==> src/hdl/scsr_regs.vh <==
// Register offsets, field positions, reset values and timing figures of the system bank.
`ifndef SCSR_REGS_VH
`define SCSR_REGS_VH

// Byte addresses of the two registers on the peripheral bus.
`define SCSR_ADDR_W            24
`define SCSR_CFG_ADDR          24'hFFF910
`define SCSR_STAT_ADDR         24'hFFF914

// Field positions of the module configuration register.
`define SCSR_CFG_IO_ZONE_BIT   0
`define SCSR_CFG_PLL_PIN_BIT   1
`define SCSR_CFG_MAIN_PIN_BIT  2
`define SCSR_CFG_SLOW_PIN_BIT  3
`define SCSR_CFG_USB_EN_BIT    4
`define SCSR_CFG_MISC_SLEW_BIT 5
`define SCSR_CFG_MEM_SLEW_BIT  6

// Writable bits and reset value of the configuration register.
`define SCSR_CFG_WMASK         8'h7F
`define SCSR_CFG_RESET         8'h10

// Field positions of the module status register.
`define SCSR_STAT_STRAP_LSB    0
`define SCSR_STAT_ANY_BUSY_BIT 3
`define SCSR_STAT_DF_BUSY_BIT  4

// AXI response codes.
`define SCSR_RESP_OKAY         2'h0
`define SCSR_RESP_SLVERR       2'h2

// Access time lost with slow memory slew, and the clock period it is measured against.
`define SCSR_SLOW_SLEW_LOSS_NS 5
`define SCSR_CLK_PERIOD_NS     40
`define SCSR_SLOW_SLEW_LOSS_CYC ((`SCSR_SLOW_SLEW_LOSS_NS + `SCSR_CLK_PERIOD_NS - 1) / `SCSR_CLK_PERIOD_NS)

`endif

==> src/hdl/scsr_reg8.v <==
// A byte-wide software register with a write mask and a reset value.
`timescale 1ns/1ps
module scsr_reg8 #(
  parameter [7:0] RESET_VAL = 8'h00,  // Value after reset.
  parameter [7:0] WMASK     = 8'hFF   // Bits that software may write.
) (
  input  wire       clk,      // System clock.
  input  wire       reset_n,  // Synchronous reset, active low.
  input  wire       ce,       // Clock enable.
  input  wire       we,       // Write strobe for the low byte lane.
  input  wire [7:0] wdata,    // Write data.
  output reg  [7:0] q         // Stored value.
);

  ////////////////////////////////////////////////////////////////////////////
  // Unwritable bits stay at their reset value; nothing but reset or a write changes the byte.
  always @(posedge clk) begin
    if (!reset_n) begin
      q <= RESET_VAL;
    end else if (ce && we) begin
      q <= (wdata & WMASK) | (RESET_VAL & ~WMASK);
    end
  end

endmodule // scsr_reg8

==> src/hdl/scsr_strap_pin.v <==
// One environment strap pin that is sampled at reset and may later carry a clock out.
`timescale 1ns/1ps
module scsr_strap_pin (
  input  wire clk,       // System clock.
  input  wire reset_n,   // Synchronous reset, active low.
  input  wire ce,        // Clock enable.
  input  wire pin_i,     // Level seen on the pin.
  input  wire src_clk,   // Clock level to drive out.
  input  wire drive_en,  // Drive the clock onto the pin.
  output reg  pin_o,     // Level driven onto the pin.
  output reg  pin_oe_n,  // Output enable, low while driving.
  output reg  strap      // Level caught during reset.
);

  ////////////////////////////////////////////////////////////////////////////
  // The strap is caught on every edge while reset is held and then frozen.
  // The pin is released during reset so that the external strap sets its level.
  always @(posedge clk) begin
    if (!reset_n) begin
      strap    <= pin_i;
      pin_o    <= 1'b0;
      pin_oe_n <= 1'b1;
    end else if (ce) begin
      pin_o    <= drive_en ? src_clk : 1'b0;
      pin_oe_n <= ~drive_en;
    end
  end

endmodule // scsr_strap_pin

==> src/hdl/scsr_top.v <==
// System configuration and status registers behind an AXI4-Lite slave.
`timescale 1ns/1ps
`include "scsr_regs.vh"

module scsr_top (
  input  wire        CLK,               // System clock, 25 MHz.
  input  wire        RESET_N,           // Synchronous reset, active low.
  input  wire        CE,                // Clock enable, freezes state while low.
  // AXI4-Lite write address channel.
  input  wire [23:0] S_AXI_AWADDR,      // Write byte address.
  input  wire [2:0]  S_AXI_AWPROT,      // Protection, unused.
  input  wire        S_AXI_AWVALID,     // Write address valid.
  output wire        S_AXI_AWREADY,     // Write address ready.
  // AXI4-Lite write data channel.
  input  wire [31:0] S_AXI_WDATA,       // Write data.
  input  wire [3:0]  S_AXI_WSTRB,       // Write byte strobes.
  input  wire        S_AXI_WVALID,      // Write data valid.
  output wire        S_AXI_WREADY,      // Write data ready.
  // AXI4-Lite write response channel.
  output reg  [1:0]  S_AXI_BRESP,       // Write response.
  output reg         S_AXI_BVALID,      // Write response valid.
  input  wire        S_AXI_BREADY,      // Write response ready.
  // AXI4-Lite read address channel.
  input  wire [23:0] S_AXI_ARADDR,      // Read byte address.
  input  wire [2:0]  S_AXI_ARPROT,      // Protection, unused.
  input  wire        S_AXI_ARVALID,     // Read address valid.
  output wire        S_AXI_ARREADY,     // Read address ready.
  // AXI4-Lite read data channel.
  output reg  [31:0] S_AXI_RDATA,       // Read data.
  output reg  [1:0]  S_AXI_RRESP,       // Read response.
  output reg         S_AXI_RVALID,      // Read data valid.
  input  wire        S_AXI_RREADY,      // Read data ready.
  // Environment strap pins, each split into input, output and enable.
  input  wire [2:0]  ENV_STRAP_I,       // Levels seen on the strap pins.
  output wire [2:0]  ENV_STRAP_O,       // Levels driven onto the strap pins.
  output wire [2:0]  ENV_STRAP_OE_N,    // Output enables, low while driving.
  // Clock sources that may be routed to the strap pins.
  input  wire        PLL_CLOCK_IN,      // PLL clock level.
  input  wire        MAIN_CLOCK_IN,     // Main clock level.
  input  wire        SLOW_CLOCK_IN,     // Slow clock level.
  // USB transceiver power inputs.
  input  wire        USB_CTRL_LOW_POWER_REQ, // Controller asks for low power.
  input  wire        FUNC_WORD_USB_ENABLE,   // Enable bit of the stored function word.
  // Flash interface busy flags.
  input  wire        FLASH_INTERFACE_BUSY,   // Program flash interface busy flag.
  input  wire        DATA_FLASH_BUSY,        // Data flash interface busy flag.
  // Configuration outputs.
  output reg         IO_ZONE_EXTERNAL_BUS_EN, // External bus enabled for the I/O zone.
  output reg         USB_XCVR_LOW_POWER,      // External transceiver in low power.
  output reg         MISC_IO_SLOW_SLEW,       // Slow slew on miscellaneous outputs.
  output reg         MEM_IO_SLOW_SLEW         // Slow slew on memory interface outputs.
);

  ////////////////////////////////////////////////////////////////////////////
  // Write channel holding state.
  reg         aw_hold_q;   // Write address taken, waiting for data.
  reg  [23:0] aw_addr_q;   // Held write address.
  reg         w_hold_q;    // Write data taken, waiting for address.
  reg  [7:0]  w_data_q;    // Held low write byte.
  reg         w_strb_q;    // Held low byte strobe.

  // Status register and configuration storage.
  reg  [1:0]  busy_q;      // Mirrored busy flags, data flash in bit 1.
  wire [7:0]  cfg_q;       // Configuration register contents.
  wire [2:0]  strap_state; // Straps caught at reset.
  wire [7:0]  stat_word;   // Status register image.

  // Write path decode.
  wire        aw_hs;       // Write address handshake.
  wire        w_hs;        // Write data handshake.
  wire        aw_have;     // Address available this cycle.
  wire        w_have;      // Data available this cycle.
  wire        do_write;    // Both halves present, perform the write.
  wire [23:0] wr_addr;     // Effective write address.
  wire [7:0]  wr_byte;     // Effective low write byte.
  wire        wr_strb;     // Effective low byte strobe.
  wire        wr_hit_cfg;  // Write targets the configuration word.
  wire        wr_hit_stat; // Write targets the status word.
  wire        cfg_we;      // Configuration byte write strobe.

  // Read path decode.
  wire        ar_hs;       // Read address handshake.
  reg  [31:0] rd_word;     // Read data for the requested address.
  reg  [1:0]  rd_resp;     // Read response for the requested address.

  ////////////////////////////////////////////////////////////////////////////
  // Channel readiness: no new halves are taken while a response waits.
  // Ready stays low while the clock enable is low, so no transfer looks taken.
  assign S_AXI_AWREADY = CE && !aw_hold_q && !S_AXI_BVALID;
  assign S_AXI_WREADY  = CE && !w_hold_q && !S_AXI_BVALID;
  assign S_AXI_ARREADY = CE && !S_AXI_RVALID;

  assign aw_hs = CE && S_AXI_AWVALID && S_AXI_AWREADY;
  assign w_hs  = CE && S_AXI_WVALID && S_AXI_WREADY;
  assign ar_hs = CE && S_AXI_ARVALID && S_AXI_ARREADY;

  // Either half may arrive first; the write happens once both are present.
  assign aw_have  = aw_hold_q || aw_hs;
  assign w_have   = w_hold_q || w_hs;
  assign do_write = CE && aw_have && w_have && !S_AXI_BVALID;

  assign wr_addr = aw_hold_q ? aw_addr_q : S_AXI_AWADDR;
  assign wr_byte = w_hold_q ? w_data_q : S_AXI_WDATA[7:0];
  assign wr_strb = w_hold_q ? w_strb_q : S_AXI_WSTRB[0];

  // Only the aligned word decodes; the low two address bits must be zero.
  assign wr_hit_cfg  = (wr_addr == `SCSR_CFG_ADDR);
  assign wr_hit_stat = (wr_addr == `SCSR_STAT_ADDR);

  // The status word has no write strobe, so writes to it leave it unchanged.
  assign cfg_we = do_write && wr_hit_cfg && wr_strb;

  ////////////////////////////////////////////////////////////////////////////
  // Holding registers for a half that arrived before its partner.
  always @(posedge CLK) begin
    if (!RESET_N) begin
      aw_hold_q <= 1'b0;
      aw_addr_q <= 24'h000000;
      w_hold_q  <= 1'b0;
      w_data_q  <= 8'h00;
      w_strb_q  <= 1'b0;
    end else if (CE) begin
      if (do_write) begin
        aw_hold_q <= 1'b0;
        w_hold_q  <= 1'b0;
      end else begin
        if (aw_hs) begin
          aw_hold_q <= 1'b1;
          aw_addr_q <= S_AXI_AWADDR;
        end
        if (w_hs) begin
          w_hold_q <= 1'b1;
          w_data_q <= S_AXI_WDATA[7:0];
          w_strb_q <= S_AXI_WSTRB[0];
        end
      end
    end
  end

  ////////////////////////////////////////////////////////////////////////////
  // Write response: okay for the two words, slave error elsewhere.
  always @(posedge CLK) begin
    if (!RESET_N) begin
      S_AXI_BVALID <= 1'b0;
      S_AXI_BRESP  <= `SCSR_RESP_OKAY;
    end else if (CE) begin
      if (do_write) begin
        S_AXI_BVALID <= 1'b1;
        S_AXI_BRESP  <= (wr_hit_cfg || wr_hit_stat) ? `SCSR_RESP_OKAY : `SCSR_RESP_SLVERR;
      end else if (S_AXI_BREADY) begin
        S_AXI_BVALID <= 1'b0;
      end
    end
  end

  ////////////////////////////////////////////////////////////////////////////
  // Configuration byte; power modes never touch it, only reset and a bus write do.
  scsr_reg8 #(
    .RESET_VAL (`SCSR_CFG_RESET),
    .WMASK     (`SCSR_CFG_WMASK)
  ) u_cfg (
    .clk     (CLK),
    .reset_n (RESET_N),
    .ce      (CE),
    .we      (cfg_we),
    .wdata   (wr_byte),
    .q       (cfg_q)
  );

  ////////////////////////////////////////////////////////////////////////////
  // Strap pin 0 carries the PLL clock when enabled.
  scsr_strap_pin u_pin_pll (
    .clk      (CLK),
    .reset_n  (RESET_N),
    .ce       (CE),
    .pin_i    (ENV_STRAP_I[0]),
    .src_clk  (PLL_CLOCK_IN),
    .drive_en (cfg_q[`SCSR_CFG_PLL_PIN_BIT]),
    .pin_o    (ENV_STRAP_O[0]),
    .pin_oe_n (ENV_STRAP_OE_N[0]),
    .strap    (strap_state[0])
  );

  // Strap pin 1 carries the main clock when enabled.
  scsr_strap_pin u_pin_main (
    .clk      (CLK),
    .reset_n  (RESET_N),
    .ce       (CE),
    .pin_i    (ENV_STRAP_I[1]),
    .src_clk  (MAIN_CLOCK_IN),
    .drive_en (cfg_q[`SCSR_CFG_MAIN_PIN_BIT]),
    .pin_o    (ENV_STRAP_O[1]),
    .pin_oe_n (ENV_STRAP_OE_N[1]),
    .strap    (strap_state[1])
  );

  // Strap pin 2 carries the slow clock when enabled.
  scsr_strap_pin u_pin_slow (
    .clk      (CLK),
    .reset_n  (RESET_N),
    .ce       (CE),
    .pin_i    (ENV_STRAP_I[2]),
    .src_clk  (SLOW_CLOCK_IN),
    .drive_en (cfg_q[`SCSR_CFG_SLOW_PIN_BIT]),
    .pin_o    (ENV_STRAP_O[2]),
    .pin_oe_n (ENV_STRAP_OE_N[2]),
    .strap    (strap_state[2])
  );

  ////////////////////////////////////////////////////////////////////////////
  // Busy flags are copied on every edge with the clock enable high; they are never cleared by software.
  // A change on a busy input therefore shows in a read taken one edge later.
  always @(posedge CLK) begin
    if (!RESET_N) begin
      busy_q <= 2'h0;
    end else if (CE) begin
      busy_q[0] <= FLASH_INTERFACE_BUSY;
      busy_q[1] <= DATA_FLASH_BUSY;
    end
  end

  // Status image with reserved bits tied low.
  assign stat_word = {3'h0, busy_q[1], busy_q[0], strap_state};

  ////////////////////////////////////////////////////////////////////////////
  // Read decode; reserved upper bits of both words read as zero.
  always @* begin
    rd_word = 32'h00000000;
    rd_resp = `SCSR_RESP_OKAY;
    case (S_AXI_ARADDR)
      `SCSR_CFG_ADDR: begin
        rd_word = {24'h000000, cfg_q};
      end
      `SCSR_STAT_ADDR: begin
        rd_word = {24'h000000, stat_word};
      end
      default: begin
        rd_resp = `SCSR_RESP_SLVERR;
      end
    endcase
  end

  // Read data channel, answered one cycle after the address is taken.
  always @(posedge CLK) begin
    if (!RESET_N) begin
      S_AXI_RVALID <= 1'b0;
      S_AXI_RDATA  <= 32'h00000000;
      S_AXI_RRESP  <= `SCSR_RESP_OKAY;
    end else if (CE) begin
      if (ar_hs) begin
        S_AXI_RVALID <= 1'b1;
        S_AXI_RDATA  <= rd_word;
        S_AXI_RRESP  <= rd_resp;
      end else if (S_AXI_RREADY) begin
        S_AXI_RVALID <= 1'b0;
      end
    end
  end

  ////////////////////////////////////////////////////////////////////////////
  // Configuration outputs, registered so they change one edge after the store.
  // The transceiver is forced low when the enable bit is clear; otherwise the
  // controller request and the function word decide.
  always @(posedge CLK) begin
    if (!RESET_N) begin
      IO_ZONE_EXTERNAL_BUS_EN <= 1'b0;
      USB_XCVR_LOW_POWER      <= 1'b1;
      MISC_IO_SLOW_SLEW       <= 1'b0;
      MEM_IO_SLOW_SLEW        <= 1'b0;
    end else if (CE) begin
      IO_ZONE_EXTERNAL_BUS_EN <= cfg_q[`SCSR_CFG_IO_ZONE_BIT];
      USB_XCVR_LOW_POWER      <= !cfg_q[`SCSR_CFG_USB_EN_BIT] ||
                                 USB_CTRL_LOW_POWER_REQ ||
                                 !FUNC_WORD_USB_ENABLE;
      MISC_IO_SLOW_SLEW       <= cfg_q[`SCSR_CFG_MISC_SLEW_BIT];
      MEM_IO_SLOW_SLEW        <= cfg_q[`SCSR_CFG_MEM_SLEW_BIT];
    end
  end

endmodule // scsr_top

==> config.mk <==
export PLATFORM = sky130hd
export DESIGN_NAME = scsr_top
export DESIGN_NICKNAME = d
export VERILOG_FILES = /design/src/hdl/scsr_reg8.v /design/src/hdl/scsr_strap_pin.v /design/src/hdl/scsr_top.v
export VERILOG_INCLUDE_DIRS = /design/src /design/src/hdl
export SDC_FILE = /design/constraint.sdc
export NUM_CORES = 1
export LEC_CHECK = 0
export BUFFER_PORTS_ARGS = -buffer_cell sky130_fd_sc_hd__buf_2
export CORE_UTILIZATION = 41
export CTS_CLUSTER_DIAMETER = 80
export DETAILED_ROUTE_END_ITERATION = 8
export GPL_ROUTABILITY_DRIVEN = 0
export PLACE_DENSITY = 0.78
export SLEW_MARGIN = 10
export SYNTH_ARGS = -nofsm -noshare
export SYNTH_HDL_FRONTEND = slang
export SYNTH_SLANG_ARGS = --single-unit
==> constraint.sdc <==
create_clock -name CLK -period 1.75 [get_ports CLK]
set_input_delay 0 -clock CLK [delete_from_list [all_inputs] [get_ports CLK]]
set_output_delay 0 -clock CLK [all_outputs]
set_load 0.02 [all_outputs]
==> results.json <==
{
  "clk_pin_slew_ps": 80,
  "slew_violations": 0,
  "crit_type": "flip-flop to flip-flop",
  "yosysWarnings": 0,
  "arrival_ps": 1940,
  "drc": 0,
  "hold_ws_ps": 57.58,
  "diodes": 0,
  "hold_class": "input pin to flip-flop",
  "period_share": 0.9567,
  "die_area_um2": 7901,
  "drt_iter0_drc": 66,
  "cts_tree": "done",
  "status": "finished clean",
  "cp-start-kind": "flip-flop",
  "drt-wirelength-per-cell_um": 12.92,
  "synth_area_leaders": "dfxtp_1 41%, mux2i_1 15%, buf_4 8.0%",
  "clock_sinks": 67,
  "clock_latency_ps": 340,
  "core_area_um2": 7292,
  "cap_violations": 0,
  "power.total_mw": 3.229,
  "final_layout_size_suffix_gt1_frac": 0.3180,
  "fmax_mhz": 597.3,
  "hold_viol_final": 0,
  "vdd_drop_max_mv": 0.6402,
  "power.leakage_nw": 2.005,
  "multiInputGateArea_um2": 1553,
  "cp.required_ps": 2020,
  "nFillCells": 654,
  "synth_edf_count": 3,
  "fin_crit_ps": 1674,
  "yosysSeqAreaShare": 0.4430,
  "area_growth_pct": 37.91,
  "synth_flop_cell": "dfxtp_1",
  "netlist_instances": 332,
  "grt_pass1_vias": 2552,
  "root_buffer": "clkbuf_8",
  "vias": 2740,
  "grt_pass1_wl_mm": 11.31,
  "layout_commonest_cell": "buf_2",
  "yosysTopAreaCellShare": 0.4139,
  "grt_usage": 0.1893,
  "ios": 159,
  "vias_per_cell": 4.749,
  "layout_setup_ws_ps": 75.79,
  "fin_skew_ps": 9.583,
  "yosysUniqueCellTypes": 36,
  "cp_max_fo": 7,
  "antenna_found_initial": 0,
  "drt_wl_total_mm": 7.456,
  "yosys.area.top_type": "dfxtp_1",
  "cts_buffers": 9,
  "synth_area_um2": 3095,
  "nets": 581,
  "regArea_um2": 1373,
  "row_count": 31,
  "grt.overflow.total": 0,
  "ant_nets": 0,
  "portBuffers": 97,
  "async_reset_ff_frac": 0,
  "htreeDepth": 3,
  "wl_met2_mm": 3.949,
  "met3WireLength_um": 400,
  "initial_core_util": 0.4245,
  "ys_seq_elements": 67,
  "clockBufferDepth": 2,
  "met1_length_mm": 3.023,
  "routed.top_layer": "met4",
  "worst_setup_path_end_kind": "flip-flop",
  "dpl.hpwl_mm": 4.954,
  "cts_setup_buffers": 0,
  "avgSynthCellArea_um2": 9.324,
  "die_h_um": 88.89,
  "die_x_um": 88.89,
  "dpl_worst_slack_ps": -14.58,
  "powerDensity_nw_per_um2": 756.5,
  "final_cell_mix": "97 x buf_2, 63 x dfxtp_1, 46 x dlygate4sd3_1",
  "drtPass1Iterations": 4,
  "grt_max_degree": 37,
  "final-setup-viol-count": 0
}
-- cells by family after synthesis --
group / count (synthesis) / share of synthesized area
multiplexers: 57 / 0.1892
flip-flops: 67 / 0.4430
other: 1 / 0.001211
buffers and inverters: 51 / 0.1031
AO/OA/AOI/OAI: 25 / 0.04405
AND/OR/NAND/NOR: 131 / 0.2195
-- worst max-delay path: stages (launching register included) --
cell and delay [ps]:
dfxtp_2 380, buf_4 160, nand2_1 50, nor3_1 240, a41oi_2 110, nor4_4 310, buf_6 180, mux2i_1 190
-- synthesized netlist by cell type (2+ instances only) --
| library cell | instances |
|---|---|
| clkbuf_1 | 11 |
| buf_1 | 3 |
| buf_2 | 3 |
| buf_4 | 33 |
| nor2_1 | 45 |
| nand3b_1 | 2 |
| edfxtp_1 | 3 |
| dfxtp_1 | 64 |
| nor2b_1 | 3 |
| o22ai_1 | 2 |
| a211oi_1 | 2 |
| nor3_1 | 3 |
| a21oi_1 | 14 |
| nor4b_1 | 3 |
| nor4_4 | 2 |
| mux2i_1 | 45 |
| o21ai_0 | 5 |
| nand4b_1 | 3 |
| nand4_1 | 5 |
| nor4_1 | 3 |
| nand2b_1 | 6 |
| nand2_1 | 37 |
| mux2_2 | 12 |
| nand3_1 | 11 |
-- per-stage QoR --
| step | util | TNS [ps] | area [µm²] | cells |
|---|---|---|---|---|
| after global routing | 0.5855 | -64.45 | 4269 | 577 |
| final | 0.5855 | 0 | 4269 | 577 |
| after floorplan | - | 0 | 3193 | 358 |
| after global placement | 0.4912 | 0 | 3582 | 515 |
| after CTS | 0.5789 | 0 | 4222 | 577 |
| after detailed placement | 0.4912 | -38.64 | 3582 | 515 |
-- power breakdown --
group	leakage, nW	total (mW)	switching [mW]	internal [mW]
Combinational	1.37	0.493	0.254	0.239
Sequential	0.548	1.61	0.0265	1.58
Clock	0.0851	1.13	0.585	0.545
Total	2.01	3.23	0.866	2.36
-- flip-flops by register name, indices dropped and copies added (netlist names), 2 cells and up --
register     count
S_AXI_RDATA      7
busy_q           2
aw_addr_q       24
w_data_q         7
u_cfg.q          7
-- path summary, 6_finish.rpt --
| kind | depth (start not counted) | slack (ps) | startpoint | to |
|---|---|---|---|---|
| hold reg to reg | 2 | 450 | S_AXI_RDATA[2]$_SDFFE_PN0P_ | S_AXI_RDATA[2]$_SDFFE_PN0P_ |
| setup / recovery | 7 | 80 | aw_hold_q$_SDFFE_PN0P_ | u_cfg.q[3]$_SDFFE_PN0P_ |
| setup reg to reg | 7 | 80 | aw_hold_q$_SDFFE_PN0P_ | u_cfg.q[3]$_SDFFE_PN0P_ |
| hold / removal | 3 | 60 | RESET_N | USB_XCVR_LOW_POWER$_SDFFE_PN1P_ |
-- layer usage --
| metal | vias up | global-route usage |
|---|---|---|
| li1 | 1361 | - |
| met1 | 1290 | 0.1978 |
| met2 | 79 | 0.3580 |
| met3 | 10 | 0.06279 |
| met4 | 0 | 0.05718 |
| met5 | - | 0 |
-- final cells by class --
| type | instances | area share |
|---|---|---|
| sequential | 67 | 0.3215 |
| clock buffer | 11 | 0.03312 |
| timing repair buffer | 154 | 0.2447 |
| clock inverter | 5 | 0.007034 |
| inverter | 1 | 0.0008793 |
| tap | 99 | 0.02902 |
| multi-input combinational | 240 | 0.3637 |
-- what timing repair did --
item / 4_1_cts / 5_1_grt
hold buffers: 46 / 0
pin swaps: 0 / 1
gates resized for setup: 2 / 9
hold endpoints to repair: 45 / 0
endpoints found under the setup margin: 7 / 7
No activity file was read; power rests on OpenSTA's default activity.
